## config.mk

```make
export PLATFORM = sky130hd
export DESIGN_NAME = pcpc_port
export DESIGN_NICKNAME = d
export VERILOG_FILES = /design/src/include/pcpc_pkg.sv /design/src/verilog/pcpc_sync.sv /design/src/verilog/pcpc_pin_mux.sv /design/src/verilog/pcpc_port.sv
export SDC_FILE = /design/constraint.sdc
export NUM_CORES = 1
export LEC_CHECK = 0
export ABC_AREA = 1
export BUFFER_PORTS_ARGS = -buffer_cell sky130_fd_sc_hd__buf_2
export CORE_MARGIN = 1
export CORE_UTILIZATION = 36
export DETAILED_ROUTE_END_ITERATION = 10
export PLACE_DENSITY = 0.68
export SLEW_MARGIN = 20
export SYNTH_ARGS = -nofsm -noshare
export SYNTH_HDL_FRONTEND = slang
export SYNTH_SLANG_ARGS = --single-unit
export TNS_END_PERCENT = 10
```

## constraint.sdc

```tcl
create_clock -name clk -period 5.3 [get_ports clk]
set_clock_uncertainty 0.15 [all_clocks]
set_input_delay 0.265 -clock clk [delete_from_list [all_inputs] [get_ports clk]]
set_output_delay 0.265 -clock clk [all_outputs]
set_load 0.01 [all_outputs]
```

## src/include/pcpc_pkg.sv

```systemverilog
package pcpc_pkg;
   localparam int unsigned width = 8;
   // register addresses on the plain port
   localparam logic [1:0] addr_pin_data = 2'h0;
   localparam logic [1:0] addr_output_latch = 2'h1;
   localparam logic [1:0] addr_direction = 2'h2;
   localparam logic [1:0] addr_pin_select = 2'h3;
   // reset values
   localparam logic [7:0] direction_reset = 8'hff;
   localparam logic [7:0] latch_reset = 8'h00;
   localparam logic capture_two_pin_select_erased = 1'h1;
   // pin positions
   localparam int unsigned pin_zero = 0;
   localparam int unsigned pin_one = 1;
   localparam int unsigned pin_two = 2;
   localparam int unsigned pin_three = 3;

   typedef struct packed {
      logic osc_enable;
      logic capture_two_enable;
      logic capture_two_out;
      logic capture_one_enable;
      logic capture_one_out;
      logic pwm_a_enable;
      logic pwm_a_out;
      logic pwm_a_shutdown_tristate;
      logic serial_clock_enable;
      logic serial_clock_out;
   } pcpc_periph_type;

   typedef struct packed {
      logic [7:0] value;
      logic [7:0] enable;
   } pcpc_drive_type;
endpackage

```

## src/verilog/pcpc_sync.sv

```systemverilog
`timescale 1ns/1ps
`default_nettype none
module pcpc_sync #(
   parameter int unsigned width = 8
) (
   // clock and reset
   input wire logic clk,
   input wire logic reset,
   // data
   input wire logic [width-1:0] async_in,
   output logic [width-1:0] sync_out
);
   logic [width-1:0] stage_one;
   logic [width-1:0] next_stage_one;
   logic [width-1:0] next_sync_out;

   initial begin
      if (width < 1) $error("width must be at least one");
   end

   always_comb begin
      next_stage_one = async_in;
      next_sync_out = stage_one;
   end

   always_ff @(posedge clk or posedge reset) begin
      if (reset) begin
         stage_one <= '0;
         sync_out <= '0;
      end else begin
         stage_one <= next_stage_one;
         sync_out <= next_sync_out;
      end
   end
endmodule
`default_nettype wire

```

## src/verilog/pcpc_pin_mux.sv

```systemverilog
`timescale 1ns/1ps
`default_nettype none
module pcpc_pin_mux (
   // register state
   input wire logic [7:0] direction,
   input wire logic [7:0] output_latch,
   input wire logic capture_two_pin_select,
   // peripherals
   input wire pcpc_pkg::pcpc_periph_type periph,
   // pin drive
   output var pcpc_pkg::pcpc_drive_type drive,
   output logic [7:0] digital_enable
);
   always_comb begin
      drive.value = output_latch;
      drive.enable = ~direction;
      digital_enable = 8'hff;
      // oscillator owns pins zero and one
      if (periph.osc_enable) begin
         drive.enable[pcpc_pkg::pin_zero] = 1'b0;
         drive.enable[pcpc_pkg::pin_one] = 1'b0;
         digital_enable[pcpc_pkg::pin_zero] = 1'b0;
         digital_enable[pcpc_pkg::pin_one] = 1'b0;
      end else if (capture_two_pin_select && periph.capture_two_enable) begin
         drive.value[pcpc_pkg::pin_one] = periph.capture_two_out;
      end
      // enhanced channel beats plain capture unit
      if (periph.pwm_a_enable) begin
         drive.value[pcpc_pkg::pin_two] = periph.pwm_a_out;
         if (periph.pwm_a_shutdown_tristate) begin
            drive.enable[pcpc_pkg::pin_two] = 1'b0;
         end
      end else if (periph.capture_one_enable) begin
         drive.value[pcpc_pkg::pin_two] = periph.capture_one_out;
      end
      if (periph.serial_clock_enable) begin
         drive.value[pcpc_pkg::pin_three] = periph.serial_clock_out;
      end
   end
endmodule
`default_nettype wire

```

## src/verilog/pcpc_port.sv

```systemverilog
// Function
// - the port has eight pins, each usable as digital input or output.
// - a direction bit of one turns the pin driver off and makes it an input.
// - a direction bit of zero drives the pin from its output latch bit.
// - the output latch is addressable and reads back latched values, not pins.
// - a configuration bit, erased to one, places capture unit two on pin one.
// - an enabled peripheral may override a pin direction bit.
// - after power-on reset every pin is a digital input.
// - reading the direction register returns stored bits despite overrides.
// - with the oscillator on, pin zero is its output and digital io is off.
// - with the oscillator on, pin one is its input and digital io is off.
// - capture unit two on pin one drives output at direction zero, captures at one.
// - capture unit one on pin two drives output at direction zero, captures at one.
// - enhanced pwm channel a beats port data on pin two and may tristate on shutdown.
// - the serial unit drives its spi clock on pin three at direction zero.
// - at direction one the serial unit takes its spi clock from pin three.
`timescale 1ns/1ps
`default_nettype none
module pcpc_port #(
   parameter logic capture_two_pin_select_default = pcpc_pkg::capture_two_pin_select_erased
) (
   // clock and reset
   input wire logic clk,
   input wire logic reset,
   // register port
   input wire logic [1:0] reg_addr,
   input wire logic [7:0] reg_wdata,
   input wire logic reg_write,
   input wire logic reg_read,
   output logic [7:0] reg_rdata,
   // pins
   input wire logic [7:0] pin_in,
   output logic [7:0] pin_out,
   output logic [7:0] pin_oe,
   // peripheral controls
   input wire pcpc_pkg::pcpc_periph_type periph,
   // peripheral inputs
   output logic osc_drive_active,
   output logic timer_counter_clock_input,
   output logic capture_two_in,
   output logic capture_one_in,
   output logic serial_clock_in,
   output logic capture_two_pin_select
);
   logic [7:0] direction;
   logic [7:0] output_latch;
   logic [7:0] pin_sync;
   logic [7:0] digital_enable;
   logic [7:0] next_direction;
   logic [7:0] next_output_latch;
   logic [7:0] next_rdata;
   logic next_select;
   logic [7:0] next_pin_out;
   logic [7:0] next_pin_oe;
   logic next_osc;
   logic [3:0] next_in;
   pcpc_pkg::pcpc_drive_type drive;

   pcpc_sync #(
      .width(pcpc_pkg::width)
   ) u_sync (
      .clk(clk),
      .reset(reset),
      .async_in(pin_in),
      .sync_out(pin_sync)
   );

   pcpc_pin_mux u_mux (
      .direction(direction),
      .output_latch(output_latch),
      .capture_two_pin_select(capture_two_pin_select),
      .periph(periph),
      .drive(drive),
      .digital_enable(digital_enable)
   );

   // register writes
   always_comb begin
      next_direction = direction;
      next_output_latch = output_latch;
      next_select = capture_two_pin_select;
      if (reg_write) begin
         case (reg_addr)
            pcpc_pkg::addr_pin_data: next_output_latch = reg_wdata;
            pcpc_pkg::addr_output_latch: next_output_latch = reg_wdata;
            pcpc_pkg::addr_direction: next_direction = reg_wdata;
            pcpc_pkg::addr_pin_select: next_select = reg_wdata[0];
            default: next_direction = direction;
         endcase
      end
   end

   // register reads, data one cycle later
   always_comb begin
      next_rdata = 8'h00;
      if (reg_read) begin
         case (reg_addr)
            pcpc_pkg::addr_pin_data: next_rdata = pin_sync & digital_enable;
            pcpc_pkg::addr_output_latch: next_rdata = output_latch;
            pcpc_pkg::addr_direction: next_rdata = direction;
            pcpc_pkg::addr_pin_select: next_rdata = {7'h00, capture_two_pin_select};
            default: next_rdata = 8'h00;
         endcase
      end
   end

   // registered pin drive and peripheral inputs
   always_comb begin
      next_pin_out = drive.value;
      next_pin_oe = drive.enable;
      next_osc = periph.osc_enable;
      next_in[0] = direction[pcpc_pkg::pin_zero] & digital_enable[pcpc_pkg::pin_zero]
         & pin_sync[pcpc_pkg::pin_zero];
      next_in[1] = capture_two_pin_select & direction[pcpc_pkg::pin_one]
         & digital_enable[pcpc_pkg::pin_one] & pin_sync[pcpc_pkg::pin_one];
      next_in[2] = direction[pcpc_pkg::pin_two] & pin_sync[pcpc_pkg::pin_two];
      next_in[3] = direction[pcpc_pkg::pin_three] & pin_sync[pcpc_pkg::pin_three];
   end

   // register state
   always_ff @(posedge clk or posedge reset) begin
      if (reset) begin
         direction <= pcpc_pkg::direction_reset;
         output_latch <= pcpc_pkg::latch_reset;
         capture_two_pin_select <= capture_two_pin_select_default;
      end else begin
         direction <= next_direction;
         output_latch <= next_output_latch;
         capture_two_pin_select <= next_select;
      end
   end

   // read data
   always_ff @(posedge clk or posedge reset) begin
      if (reset) begin
         reg_rdata <= 8'h00;
      end else begin
         reg_rdata <= next_rdata;
      end
   end

   // pin drive and peripheral inputs
   always_ff @(posedge clk or posedge reset) begin
      if (reset) begin
         pin_out <= 8'h00;
         pin_oe <= 8'h00;
         osc_drive_active <= 1'b0;
         timer_counter_clock_input <= 1'b0;
         capture_two_in <= 1'b0;
         capture_one_in <= 1'b0;
         serial_clock_in <= 1'b0;
      end else begin
         pin_out <= next_pin_out;
         pin_oe <= next_pin_oe;
         osc_drive_active <= next_osc;
         timer_counter_clock_input <= next_in[0];
         capture_two_in <= next_in[1];
         capture_one_in <= next_in[2];
         serial_clock_in <= next_in[3];
      end
   end

   initial begin
      if (capture_two_pin_select_default !== pcpc_pkg::capture_two_pin_select_erased
          && capture_two_pin_select_default !== 1'b0) $error("bad select default");
   end

   // strobe aimed at one register
   function automatic logic hits(input logic strobe, input logic [1:0] addr,
         input logic [1:0] target);
      return strobe && addr == target;
   endfunction

   // pins four to seven follow the registers alone
   for (genvar p = 4; p < 8; p++) begin : plain_pin_g

   end
endmodule
`default_nettype wire

```

# Yosys cells after proc, flatten, opt, wreduce, memory -nomap -nowiden
# Index checks and enable logic that the tools add are counted.
[totals]
ff_bits = 62
in_bits = 32
out_inout_bits = 30
elab_cells = 42
[op_classes]
eq_ne = 3
muxes = 11
n_bitwise = 9
reduce_logical = 6
[ops]
columns = ["operator", "n"]
rows = [
  ["8-bit case mux with 4 select lines", 1],
  ["8-bit AND", 1],
  ["8-bit 2-to-1 mux", 1],
  ["8-bit inverter", 1],
  ["1-bit AND", 7],
  ["1-bit 2-to-1 mux", 7],
  ["2-bit AND reduction", 3],
  ["2-bit == test (second input constant)", 2],
  ["2-bit 2-to-1 mux", 2],
  ["2-bit by 1-bit == test with 1-bit output (second input constant)", 1],
  ["2-bit logical NOT", 1],
  ["2-bit OR reduction", 1],
  ["1-bit logical AND", 1],
]

# Logic depth before layout (Yosys ltp)
# Gate-level depths: netlist of the first run.
[logic_depth]
depth_word = 4
depth_mapped = 6
ltp_nobuf = 5

# Hierarchy
# Synthesis of the first run repeated with hierarchy kept, for this count alone.
[unflattened]
cells_unflattened = 227
area_unflattened_um2 = 2328.5
[by_module_without_submodules]
columns = ["module", "instances", "cells_each", "area_each_um2"]
rows = [
  ["pcpc_port", 1, 169, 1712.9],
  ["pcpc_sync", 1, 17, 404.1],
  ["pcpc_pin_mux", 1, 41, 211.5],
]

# Least setup slack after synthesis of the first run
# Ideal clock, no wire load.
[synth_path]
path_type = "input port to flip-flop"
start = "input reg_addr[0]"
end = "register reg_rdata[0]"
t_arrival_ns = 0.924
slack_ns = 4.110
path_stages = 5
path_buffers = 1
path_cell_list = "buf_4 > nor2_1 > o21ai_0 > nand2_1 > nor2_1"
[synth_between]
elab_chain_len = 3
elab_cells_between_ends = 6
[synth_lines]
columns = ["element", "line_no", "rtl"]
rows = [
  ["from (decl)", "pcpc_port.sv:26", "input wire logic [1:0] reg_addr,"],
  ["2-bit == test, or another cell as far along", "pcpc_port.sv:97", "case (reg_addr)"],
  ["8-bit case mux with 4 select lines *", "pcpc_port.sv:97", ""],
  ["8-bit 2-to-1 mux *", "pcpc_port.sv:96", "if (reg_read) begin"],
  ["via next_rdata[0]", "pcpc_port.sv:51", "logic [7:0] next_rdata;"],
  ["to (signal assigned)", "pcpc_port.sv:138", "reg_rdata <= next_rdata;"],
  ["to (decl)", "pcpc_port.sv:30", "output logic [7:0] reg_rdata,"],
]
# Mark *: on every way through the listed nets, which the timed path passes. The rest lies on a longest branch.
# A chain may end at the register's enable or synchronous reset.

==> reports/results.ini, run 1 <==
[status]
outcome = complete, but fails checks
violations = hold timing

[global_route]
grt_start_max_net_pins = 63
grt_pass1_wl_um = 7020
antenna_found_initial = 0
first_global_vias = 1566
grt_util_all_layers_pct = 15.5
grt_overflow_total = 0

[timing]
holdWs_ns = -0.0270
finalCriticalPeriod_ns = 1.47
fin_crit_sh_pct = 27.7
worst_pin_slew_ns = 0.743
hold_violations = 27
drv_slew = 0
slew_headroom_pct = 50.5
rsz0062_at_grt = no
setup_viol = 0
fin_setup_tns_ns = 0
layout_setup_ws_ns = 3.83
fmax_mhz = 682

[logic_synthesis]
synthMostInstantiatedCell = dfrtp_1
postSynthAreaPerCell_sq_um = 10.9
synthesis.nets = 230
synth-main-ff-cell = dfrtp_1
ys_top_cells_by_area = dfrtp_1 62%, dfstp_2 11%, nand2_1 7.0%
ys_async_sr_fraction_pct = 100
synthesis.area_sq_um = 2160
synth_seq_cells = 62
ys_warn_count = 0
ys_top_cells_by_count = 53 x dfrtp_1, 40 x nand2_1, 30 x inv_1
yosysTopAreaCellShare_pct = 61.5
synth_edf_count = 0
synth_cells = 198
synth_cell_types = 14
ys_seq_area_share_pct = 72.5
synth.largest_area_cell = dfrtp_1

[worst_setup_path]
crit_path_start_kind = primary input
setup.reg_to_reg.worst_slack_ns = 3.88
required_ns = 5.43
arrival_ns = 1.59
reg2reg_depth = 2
cp_max_fo = 1
r2r-start = direction[2]$_DFFE_PP1P_
startpoint = periph[2]
rr_endpoint = pin_oe[2]$_DFF_PP0_
critical_path_class = primary input to flip-flop
end_kind = flip-flop

[hold_path]
hold_class = primary input to asynchronous set/reset pin

[clock_tree]
cts_root_buf = clkbuf_8
cts_setup_buffers = 0
path_clk_slew_ns = 0.06
cts_buffers = 9
cts_resized = 0
clk_latency_ns = 0.34
h-tree-depth = 3
cts_sinks = 62
clockBufferDepth = 2
cts_tree = built
ctsHoldBuffers = 13

[layout]
final_nets = 311
regArea_sq_um = 1560
n_antenna_cell = 0
fill_cells = 514
final_layout_size_suffix_gt1_share_pct = 31.3
syn_to_final_growth_pct = 33.4
fin_cells = 356
multi_input_area_sq_um = 449

[power_and_ir_drop]
leakagePower_uw = 0.00153
power_density_nw_per_um2 = 389
ir_worst_vdd_mv = 0.174
p_total_uw = 1120

[drt]
ant_nets = 0
drtPass1Iterations = 4
remaining_drc_errors = 0
drt_iter0_drc = 105
wl_um = 4230
viasPerCell = 4.39
vias = 1563
wl_per_cell_um = 11.9

[floorplan]
fp-row-count = 27
die_area_sq_um = 6300
core_area_sq_um = 5640
die_h_um = 79.4
die_w_um = 79.4
initial_core_util_pct = 38.2
io_pins = 62

[placement]
dp_hpwl_um = 2820
preCtsSetupSlack_ns = 3.85
place.gp.congestion = 0.799
io_buffers = 61
dpl.cell_count = 327

[flow_run]
drv_cap = 0

[metal layers]
layer  wire (um)  up-vias  GRT usage (%)
li1            -      777              -
met1        1780      737           17.8
met2        2150       40           25.1
met3         207        9           5.37
met4         104        0           8.73
met5           0        -              0
[placed cells by master, fill, tap and decap left out]
cell type	n
dfstp_2	9
clkbuf_8	10
clkinv_1	1
nand2_2	1
clkinv_2	2
bufinv_16	2
nor2_1	11
dfrtp_1	53
nand3_2	1
inv_2	1
o21ai_0	18
dlygate4sd3_1	13
mux2_2	1
clkbuf_1	2
buf_2	61
nand2_1	40
nand3_1	22
a21oi_1	6
buf_4	1
inv_1	29
[kinds of logic after synthesis]
kind of cell,count (synthesis),share of synthesized area [%]
AO/OA/AOI/OAI,24,5.57
buffers and inverters,36,6.67
flip-flops,62,72.5
AND/OR/NAND/NOR,75,14.7
multiplexers,1,0.522
[per-stage QoR]
stage	hold WS, ns	utilization (%)	cell area [sq um]
floorplan	0.146	-	2160
global placement	0.183	44.9	2530
detailed placement	0.186	44.9	2530
CTS	0.00262	51.0	2880
global route	0.0172	51.0	2880
finish	-0.0270	51.0	2880
[worst max-delay path, stage by stage]
cell	delay [ns]
dlygate4sd3_1	0.54
buf_2	0.12
a21oi_1	0.12
dlygate4sd3_1	0.55
[registers in the layout (all words and copies together), names as in the netlist]
name,count
capture_one_in,1
capture_two_in,1
capture_two_pin_select,1
direction,8
osc_drive_active,1
output_latch,8
pin_oe,8
pin_out,8
reg_rdata,8
serial_clock_in,1
timer_counter_clock_input,1
u_sync.next_sync_out,8
u_sync.sync_out,8
[final cells by class]
cell class | instances | share of cell area [%]
flip-flops and latches | 62 | 54.3
well taps | 72 | 3.13
multi-input cells | 100 | 15.6
clock buffers | 12 | 5.05
inverters | 31 | 4.05
repair buffers | 75 | 15.4
clock inverters | 4 | 2.44
[worst max-delay path by stage]
stage                                     endpoint  slack (ns)  cells past startpoint
after floorplan           capture_one_in$_DFF_PP0_        3.36                      1
after global placement    direction[4]$_DFFE_PP1P_        3.91                      5
after detailed placement  direction[1]$_DFFE_PP1P_        3.85                      5
after CTS                   capture_two_pin_select        3.83                      1
after global routing           pin_oe[2]$_DFF_PP0_        3.79                      4
final                          pin_oe[2]$_DFF_PP0_        3.83                      4
[report_power, final]
group          internal (uW)  switching [uW]  total [uW]
clock network            276             170         446
registers                530            25.4         555
logic                   52.0            66.9         119
No activity file was read; power rests on OpenSTA's default activity.
==> run 2, diff against run 1 <==
ABC_AREA = 0   (was 1)
PLACE_DENSITY = 0.7   (was 0.68)
clock period = 1.24 ns   (was 5.3 ns; I/O delays follow)
==> reports/results.ini, run 2 <==
[status]
outcome = complete, but fails checks  ; unchanged
violations = hold timing, setup timing  ; was hold timing

[global_route]
top_usage_layer = met2  ; unchanged
met2_usage_pct = 24.7  ; was 25.1%
grtUsageMet3_pct = 7.93  ; was 5.37%
antenna_found_initial = 0  ; unchanged
grt_overflow_total = 0  ; unchanged
first_global_vias = 1441  ; was 1566
grt_pass1_wl_um = 6760  ; was 7020 um
grt_start_max_net_pins = 63  ; unchanged
met1_usage_pct = 16.6  ; was 17.8%
grt_util_all_layers_pct = 15.4  ; was 15.5%

[clock_tree]
clk_latency_ns = 0.33  ; was 0.34 ns
cts_buffers = 9  ; unchanged
cts_sinks = 62  ; unchanged
path_clk_slew_ns = 0.06  ; about the same
cts_root_buf = clkbuf_8  ; unchanged
h-tree-depth = 3  ; unchanged
clockBufferDepth = 2  ; unchanged
ctsHoldBuffers = 30  ; was 13
cts_tree = built  ; unchanged

[worst_setup_path]
slowest_delay_ns = 0.43  ; was 0.55 ns
critical_path_class = flip-flop to flip-flop  ; was primary input to flip-flop
crit_chain = nor2b_4 > mux4_2 > and2_4  ; was dlygate4sd3_1 > buf_2 > a21oi_1 > dlygate4sd3_1
end_kind = flip-flop  ; unchanged
required_ns = 1.31  ; was 5.43 ns
cp_max_fo = 2  ; was 1
crit_path_start_kind = flip-flop  ; was primary input
slowest_stage = mux4_2  ; was dlygate4sd3_1
path_buf_inv = 0  ; was 3
arrival_ns = 1.38  ; was 1.59 ns
critical-path-top-delay-family = multiplexers  ; was buffers and inverters

[drt]
wl_um = 4160  ; was 4230 um
ant_nets = 0  ; unchanged
viasPerCell = 4.36  ; was 4.39
drt_iter0_drc = 28  ; was 105
wl_per_cell_um = 13.2  ; was 11.9 um
vias = 1372  ; was 1563
drtPass1Iterations = 5  ; was 4
remaining_drc_errors = 0  ; unchanged

[logic_synthesis]
synth-main-ff-cell = dfrtp_1  ; unchanged
synth_edf_count = 0  ; unchanged
ys_warn_count = 0  ; unchanged
synth.largest_area_cell = dfrtp_1  ; unchanged
ys_top_cells_by_count = 53 x dfrtp_1, 19 x mux2_2, 10 x and2_1  ; was 53 x dfrtp_1, 40 x nand2_1, 30 x inv_1
synth_cells = 133  ; was 198
yosysTopAreaCellShare_pct = 61.8  ; was 61.5%
ys_async_sr_fraction_pct = 100  ; unchanged
synth_cell_types = 22  ; was 14
synth_seq_cells = 62  ; unchanged
synthMostInstantiatedCell = dfrtp_1  ; unchanged
ys_seq_area_share_pct = 72.8  ; was 72.5%
synthesis.area_sq_um = 2150  ; was 2160 sq um
ys_top_cells_by_area = dfrtp_1 62%, dfstp_2 11%, mux2_2 10%  ; was dfrtp_1 62%, dfstp_2 11%, nand2_1 7.0%
synthesis.nets = 165  ; was 230
postSynthAreaPerCell_sq_um = 16.1  ; was 10.9 sq um

[layout]
final_common_cell = buf_2  ; unchanged
n_antenna_cell = 0  ; unchanged
final_nets = 271  ; was 311
utilization_pct = 54.4  ; was 51.0%
final_area_sq_um = 3070  ; was 2880 sq um
fin_cells = 315  ; was 356
syn_to_final_growth_pct = 43.0  ; was 33.4%
multi_input_area_sq_um = 546  ; was 449 sq um
fill_cells = 477  ; was 514
layout_common_cells = 61 x buf_2, 53 x dfrtp_1, 30 x dlygate4sd3_1  ; was 61 x buf_2, 53 x dfrtp_1, 40 x nand2_1
regArea_sq_um = 1560  ; unchanged
final_layout_size_suffix_gt1_share_pct = 48.1  ; was 31.3%

[placement]
dp_hpwl_um = 2670  ; was 2820 um
io_buffers = 61  ; unchanged
place.gp.congestion = 0.685  ; was 0.799
post_dp_cell_area_sq_um = 2580  ; was 2530 sq um
dpl.cell_count = 270  ; was 327

[flow_run]
drv_cap = 0  ; unchanged

[power_and_ir_drop]
p_total_uw = 4540  ; was 1120 uW
power_density_nw_per_um2 = 1480  ; was 389 nW/um^2
ir_worst_vdd_mv = 0.665  ; was 0.174 mV
leakagePower_uw = 0.00149  ; was 0.00153 uW

[floorplan]
die_w_um = 79.2  ; was 79.4 um
die_h_um = 79.2  ; was 79.4 um
fp-row-count = 27  ; unchanged
core_area_sq_um = 5640  ; unchanged
initial_core_util_pct = 38.1  ; was 38.2%
die_area_sq_um = 6280  ; was 6300 sq um
io_pins = 62  ; unchanged

[timing]
rsz0062_at_grt = yes  ; was no
holdWs_ns = -0.0576  ; was -0.0270 ns
setup_viol = 2  ; was 0
layout_setup_ws_ns = -0.0721  ; was 3.83 ns
finalCriticalPeriod_ns = 1.31
fmax_mhz = 762
fin_crit_sh_pct = 106
drv_slew = 0  ; unchanged
hold_violations = 1  ; was 27
slew_headroom_pct = 79.4  ; was 50.5%
worst_pin_slew_ns = 0.309  ; was 0.743 ns

[hold_path]
hold_class = primary input to flip-flop  ; was primary input to asynchronous set/reset pin

run 2: changes by cell type in the layout (fill, tap and decap cells not counted), sizes merged, moves of 4 or more:
cell,delta
o2bb2ai,+6
o21ai,-16
and2,+10
nand2,-38
nor2,-8
dlygate4sd3,+17
nand3,-21
inv,-25
mux2i,+7
buf,+7
mux2,+18
a21oi,-4
run 2: routing by layer:
metal,up-vias,wire [um]
li1,657,-
met1,656,1770
met2,51,2070
met3,8,237
met4,0,81
met5,-,0
run 2: repair_timing:
item                                    in CTS  in global routing
resized for setup                            2                  4
cloned                                       0                  0
endpoints found under the hold margin      103                  1
buffers inserted                             0                  0
pin swaps                                    1                  1
endpoints found under the setup margin       3                  3
run 2: cell type report:
class	count	area share, %
Clock buffer	14	5.30
Clock inverter	1	0.163
Inverter	6	0.856
Multi-Input combinational cell	61	17.8
Sequential cell	62	50.9
Tap cell	72	2.93
Timing Repair Buffer	99	22.1
run 2: final timing paths:
path	end	slack [ns]	from	depth (start not counted)
hold reg to reg	u_sync.sync_out[7]$_DFF_PP0_	0.20	u_sync.next_sync_out[7]$_DFF_PP0_	0
hold / removal	timer_counter_clock_input$_DFF_PP0_	-0.06	periph[9]	3
setup reg to reg	reg_rdata[0]$_DFF_PP0_	-0.07	u_sync.sync_out[0]$_DFF_PP0_	3
max in group asynchronous	direction[6]$_DFFE_PP1P_	0.42	reset	4
setup / recovery	reg_rdata[0]$_DFF_PP0_	-0.07	u_sync.sync_out[0]$_DFF_PP0_	3
min in group asynchronous	reg_rdata[3]$_DFF_PP0_	0.22	reset	4
run 2: kinds of logic (layout without fill, tap and decap cells):
| group | after synthesis | count (layout) | share of synthesized area [%] |
|---|---|---|---|
| flip-flops | 62 | 62 | 72.8 |
| multiplexers | 27 | 27 | 14.3 |
| buffers and inverters | 10 | 120 | 2.68 |
| AO/OA/AOI/OAI | 10 | 10 | 3.38 |
| AND/OR/NAND/NOR | 24 | 24 | 6.88 |
run 2: power by group:
part           total [uW]  leakage [uW]  internal [uW]  switching, uW
clock                1480     0.0000865            822            654
combinational         642      0.000668            360            282
sequential           2420      0.000735           2300            115
run 2: worst min-delay path: stages:
cell     delay (ns)
buf_2          0.12
nor2b_4        0.04
and2_1         0.15
run 2: per-stage QoR:
step                      setup WS [ns]  TNS, ns
after CTS                       -0.0744   -0.146
after floorplan                 -0.0609   -0.108
after global routing             -0.111   -0.274
after detailed placement        -0.0947   -0.147
after global placement          -0.0673   -0.102
final                           -0.0721   -0.134
==> run 3, diff against run 2 <==
CTS_CLUSTER_DIAMETER = 60   (was default)
PLACE_DENSITY = 0.69   (was 0.7)
SYNTH_HIERARCHICAL = 1   (was default)
clock period = 1.1 ns   (was 1.24 ns; I/O delays follow)
==> reports/results.ini, run 3 <==
[global_route]
antenna_found_initial = 0  ; unchanged
first_global_vias = 1476  ; was 1441
grt_util_all_layers_pct = 15.3  ; was 15.4%
grt_overflow_total = 0  ; unchanged
grt_start_max_net_pins = 47  ; was 63
grt_pass1_wl_um = 7160  ; was 6760 um

[clock_tree]
cts_sinks = 62  ; unchanged
cts_root_buf = clkbuf_8  ; unchanged
path_clk_slew_ns = 0.06  ; about the same
clockBufferDepth = 2  ; unchanged
cts_buffers = 9  ; unchanged
clk_latency_ns = 0.34  ; was 0.33 ns
cts_setup_buffers = 0  ; unchanged
h-tree-depth = 3  ; unchanged
cts_tree = built  ; unchanged

[layout]
final_nets = 290  ; was 271
n_antenna_cell = 0  ; unchanged
final_area_sq_um = 3300  ; was 3070 sq um
fin_cells = 338  ; was 315
multi_input_area_sq_um = 611  ; was 546 sq um
fill_cells = 521  ; was 477
utilization_pct = 54.4  ; about the same
final_layout_size_suffix_gt1_share_pct = 46.0  ; was 48.1%
regArea_sq_um = 1560  ; unchanged
syn_to_final_growth_pct = 43.0  ; about the same
final_common_cell = buf_2  ; unchanged
layout_common_cells = 60 x buf_2, 53 x dfrtp_1, 30 x dlygate4sd3_1  ; was 61 x buf_2, 53 x dfrtp_1, 30 x dlygate4sd3_1

[drt]
remaining_drc_errors = 0  ; unchanged
viasPerCell = 4.52  ; was 4.36
wl_per_cell_um = 13.6  ; was 13.2 um
drt_iter0_drc = 59  ; was 28
drtPass1Iterations = 4  ; was 5
ant_nets = 0  ; unchanged
vias = 1529  ; was 1372
wl_um = 4580  ; was 4160 um

[placement]
post_dp_cell_area_sq_um = 2730  ; was 2580 sq um
dp_hpwl_um = 2880  ; was 2670 um
dpl.cell_count = 292  ; was 270
place.gp.congestion = 0.778  ; was 0.685
io_buffers = 61  ; unchanged

[power_and_ir_drop]
ir_worst_vdd_mv = 0.867  ; was 0.665 mV
power_density_nw_per_um2 = 1810  ; was 1480 nW/um^2
p_total_uw = 5970  ; was 4540 uW
leakagePower_uw = 0.00158  ; was 0.00149 uW

[logic_synthesis]
synth_edf_count = 0  ; unchanged
synth.largest_area_cell = dfrtp_1  ; unchanged
postSynthAreaPerCell_sq_um = 15.0  ; was 16.1 sq um
ys_top_cells_by_count = 53 x dfrtp_1, 18 x mux2_2, 14 x nand3b_1  ; was 53 x dfrtp_1, 19 x mux2_2, 10 x and2_1
synth_cell_types = 25  ; was 22
ys_top_cells_by_area = dfrtp_1 58%, dfstp_2 10%, mux2_2 8.8%  ; was dfrtp_1 62%, dfstp_2 11%, mux2_2 10%
ys_async_sr_fraction_pct = 100  ; unchanged
synthMostInstantiatedCell = dfrtp_1  ; unchanged
ys_warn_count = 6  ; was 0
synth_cells = 154  ; was 133
synthesis.area_sq_um = 2300  ; was 2150 sq um
yosysTopAreaCellShare_pct = 57.5  ; was 61.8%
synth-main-ff-cell = dfrtp_1  ; unchanged
synth_seq_cells = 62  ; unchanged
ys_seq_area_share_pct = 67.8  ; was 72.8%

[timing]
setup_viol = 4  ; was 2
drv_slew = 0  ; unchanged
layout_setup_ws_ns = -0.148  ; was -0.0721 ns
rsz0062_at_grt = yes  ; unchanged
fin_crit_sh_pct = 113
fmax_mhz = 801
hold_violations = 0  ; was 1
finalCriticalPeriod_ns = 1.25

[floorplan]
fp-row-count = 28  ; was 27
initial_core_util_pct = 38.0  ; was 38.1%
core_area_sq_um = 6060  ; was 5640 sq um
die_area_sq_um = 6730  ; was 6280 sq um
io_pins = 62  ; unchanged
die_w_um = 82.0  ; was 79.2 um
die_h_um = 82.0  ; was 79.2 um

[flow_run]
drv_cap = 0  ; unchanged

[worst_setup_path]
crit_chain = buf_6  ; was nor2b_4 > mux4_2 > and2_4
cp_max_fo = 4  ; was 2
path_buf_inv = 1  ; was 0
critical-path-top-delay-family = flip-flops  ; was multiplexers
slowest_delay_ns = 0.58  ; was 0.43 ns
setup.reg_to_reg.worst_slack_ns = -0.12  ; was -0.07 ns
r2r-start = capture_two_pin_select$_DFFE_PP1P_  ; was u_sync.sync_out[0]$_DFF_PP0_
required_ns = 0.89  ; was 1.31 ns
crit_path_start_kind = flip-flop  ; unchanged
critical_path_class = flip-flop to primary output  ; was flip-flop to flip-flop
slowest_stage = dfstp_2  ; was mux4_2
end_kind = primary output  ; was flip-flop
reg2reg_depth = 2  ; was 3
arrival_ns = 1.04  ; was 1.38 ns
rr_endpoint = pin_out[1]$_DFF_PP0_  ; was reg_rdata[0]$_DFF_PP0_

[hold_path]
worstHoldPathCells = 4  ; was 3
hold_end = reg_rdata[2]$_DFF_PP0_  ; was timer_counter_clock_input$_DFF_PP0_
hold_class = primary input to flip-flop  ; unchanged
hp-start = reg_addr[1]  ; was periph[9]

[status]
outcome = complete, but fails checks  ; unchanged
violations = setup timing  ; was hold timing, setup timing

==> run 3: changes by cell type in the layout (fill, tap and decap cells not counted), moves of 3 or more <==
cell       before  now
mux2i_1         7    2
inv_1           5    8
bufinv_16       0    3
a31oi_1         0    6
buf_4           7   12
o2bb2ai_1       6    0
nand3b_1        0   14
and2_1          9    2
conb_1          0    6
nand4bb_1       0    6
==> run 3: kinds of logic after synthesis <==
kind of cell           share of synthesized area [%]
other                                          0.163
DFF                                             67.8
buffers and inverters                           6.79
muxes                                           10.3
AOI/OAI and AO/OA                               3.26
and+or+nand+nor                                 11.7
==> run 3: repair_timing <==
action / in CTS / in global routing
pin swaps: 1 / 1
hold buffers: 30 / 0
setup endpoints to repair: 3 / 5
resized for setup: 1 / 1
endpoints found under the hold margin: 99 / 0
==> run 3: metal layers <==
layer | part of all wire, % | global-route usage, % | vias to the layer above
met5 | 0 | 0 | -
met2 | 48 | 23.2 | 47
met4 | 2.8 | 9.47 | 0
met3 | 5.4 | 4.89 | 12
met1 | 44 | 19.0 | 749
li1 | - | - | 721
==> run 3: how the worst max path moves through the flow <==
stage	end	slack (ns)	startpoint	depth (start not counted)
detailed placement	pin_out[1]$_DFF_PP0_	-0.10	capture_two_pin_select$_DFFE_PP1P_	2
global route	capture_two_pin_select	-0.18	capture_two_pin_select$_DFFE_PP1P_	1
finish	capture_two_pin_select	-0.15	capture_two_pin_select$_DFFE_PP1P_	1
CTS	capture_two_pin_select	-0.17	capture_two_pin_select$_DFFE_PP1P_	1
global placement	pin_out[1]$_DFF_PP0_	-0.09	capture_two_pin_select$_DFFE_PP1P_	2
floorplan	pin_out[1]$_DFF_PP0_	-0.12	capture_two_pin_select$_DFFE_PP1P_	2
==> run 3: per-stage QoR <==
| stage | hold WS (ns) | worst slack, ns | setup TNS (ns) |
|---|---|---|---|
| 3_5_place_dp | -0.0441 | -0.101 | -0.211 |
| 2_1_floorplan | -0.181 | -0.117 | -0.147 |
| 3_3_place_gp | -0.0473 | -0.0906 | -0.109 |
| 5_1_grt | 0.0452 | -0.180 | -0.520 |
| 4_1_cts | 0.0139 | -0.166 | -0.350 |
| 6_report | 0.0266 | -0.148 | -0.328 |
==> run 3: worst register-to-register path, delay by kind of cell, from the launching register on <==
kind / cells / cell delay, ns
flip-flops: 1 / 0.58
multiplexers: 1 / 0.29
AND/OR/NAND/NOR: 1 / 0.08
==> run 3: layout make-up <==
cell class                      instances  area share, %
Inverter                                9           1.14
Timing Repair Buffer                  105           22.5
Multi-Input combinational cell         71           18.5
Clock inverter                          3           2.73
Clock buffer                           13           4.82
Sequential cell                        62           47.4
Tap cell                               75           2.85
==> run 3: power by group <==
part	internal, uW	leakage (uW)	total, uW	switching [uW]
combinational	438	0.000725	780	342
clock	1630	0.000124	2460	832
sequential	2590	0.000736	2720	130
total	4660	0.00158	5970	1300
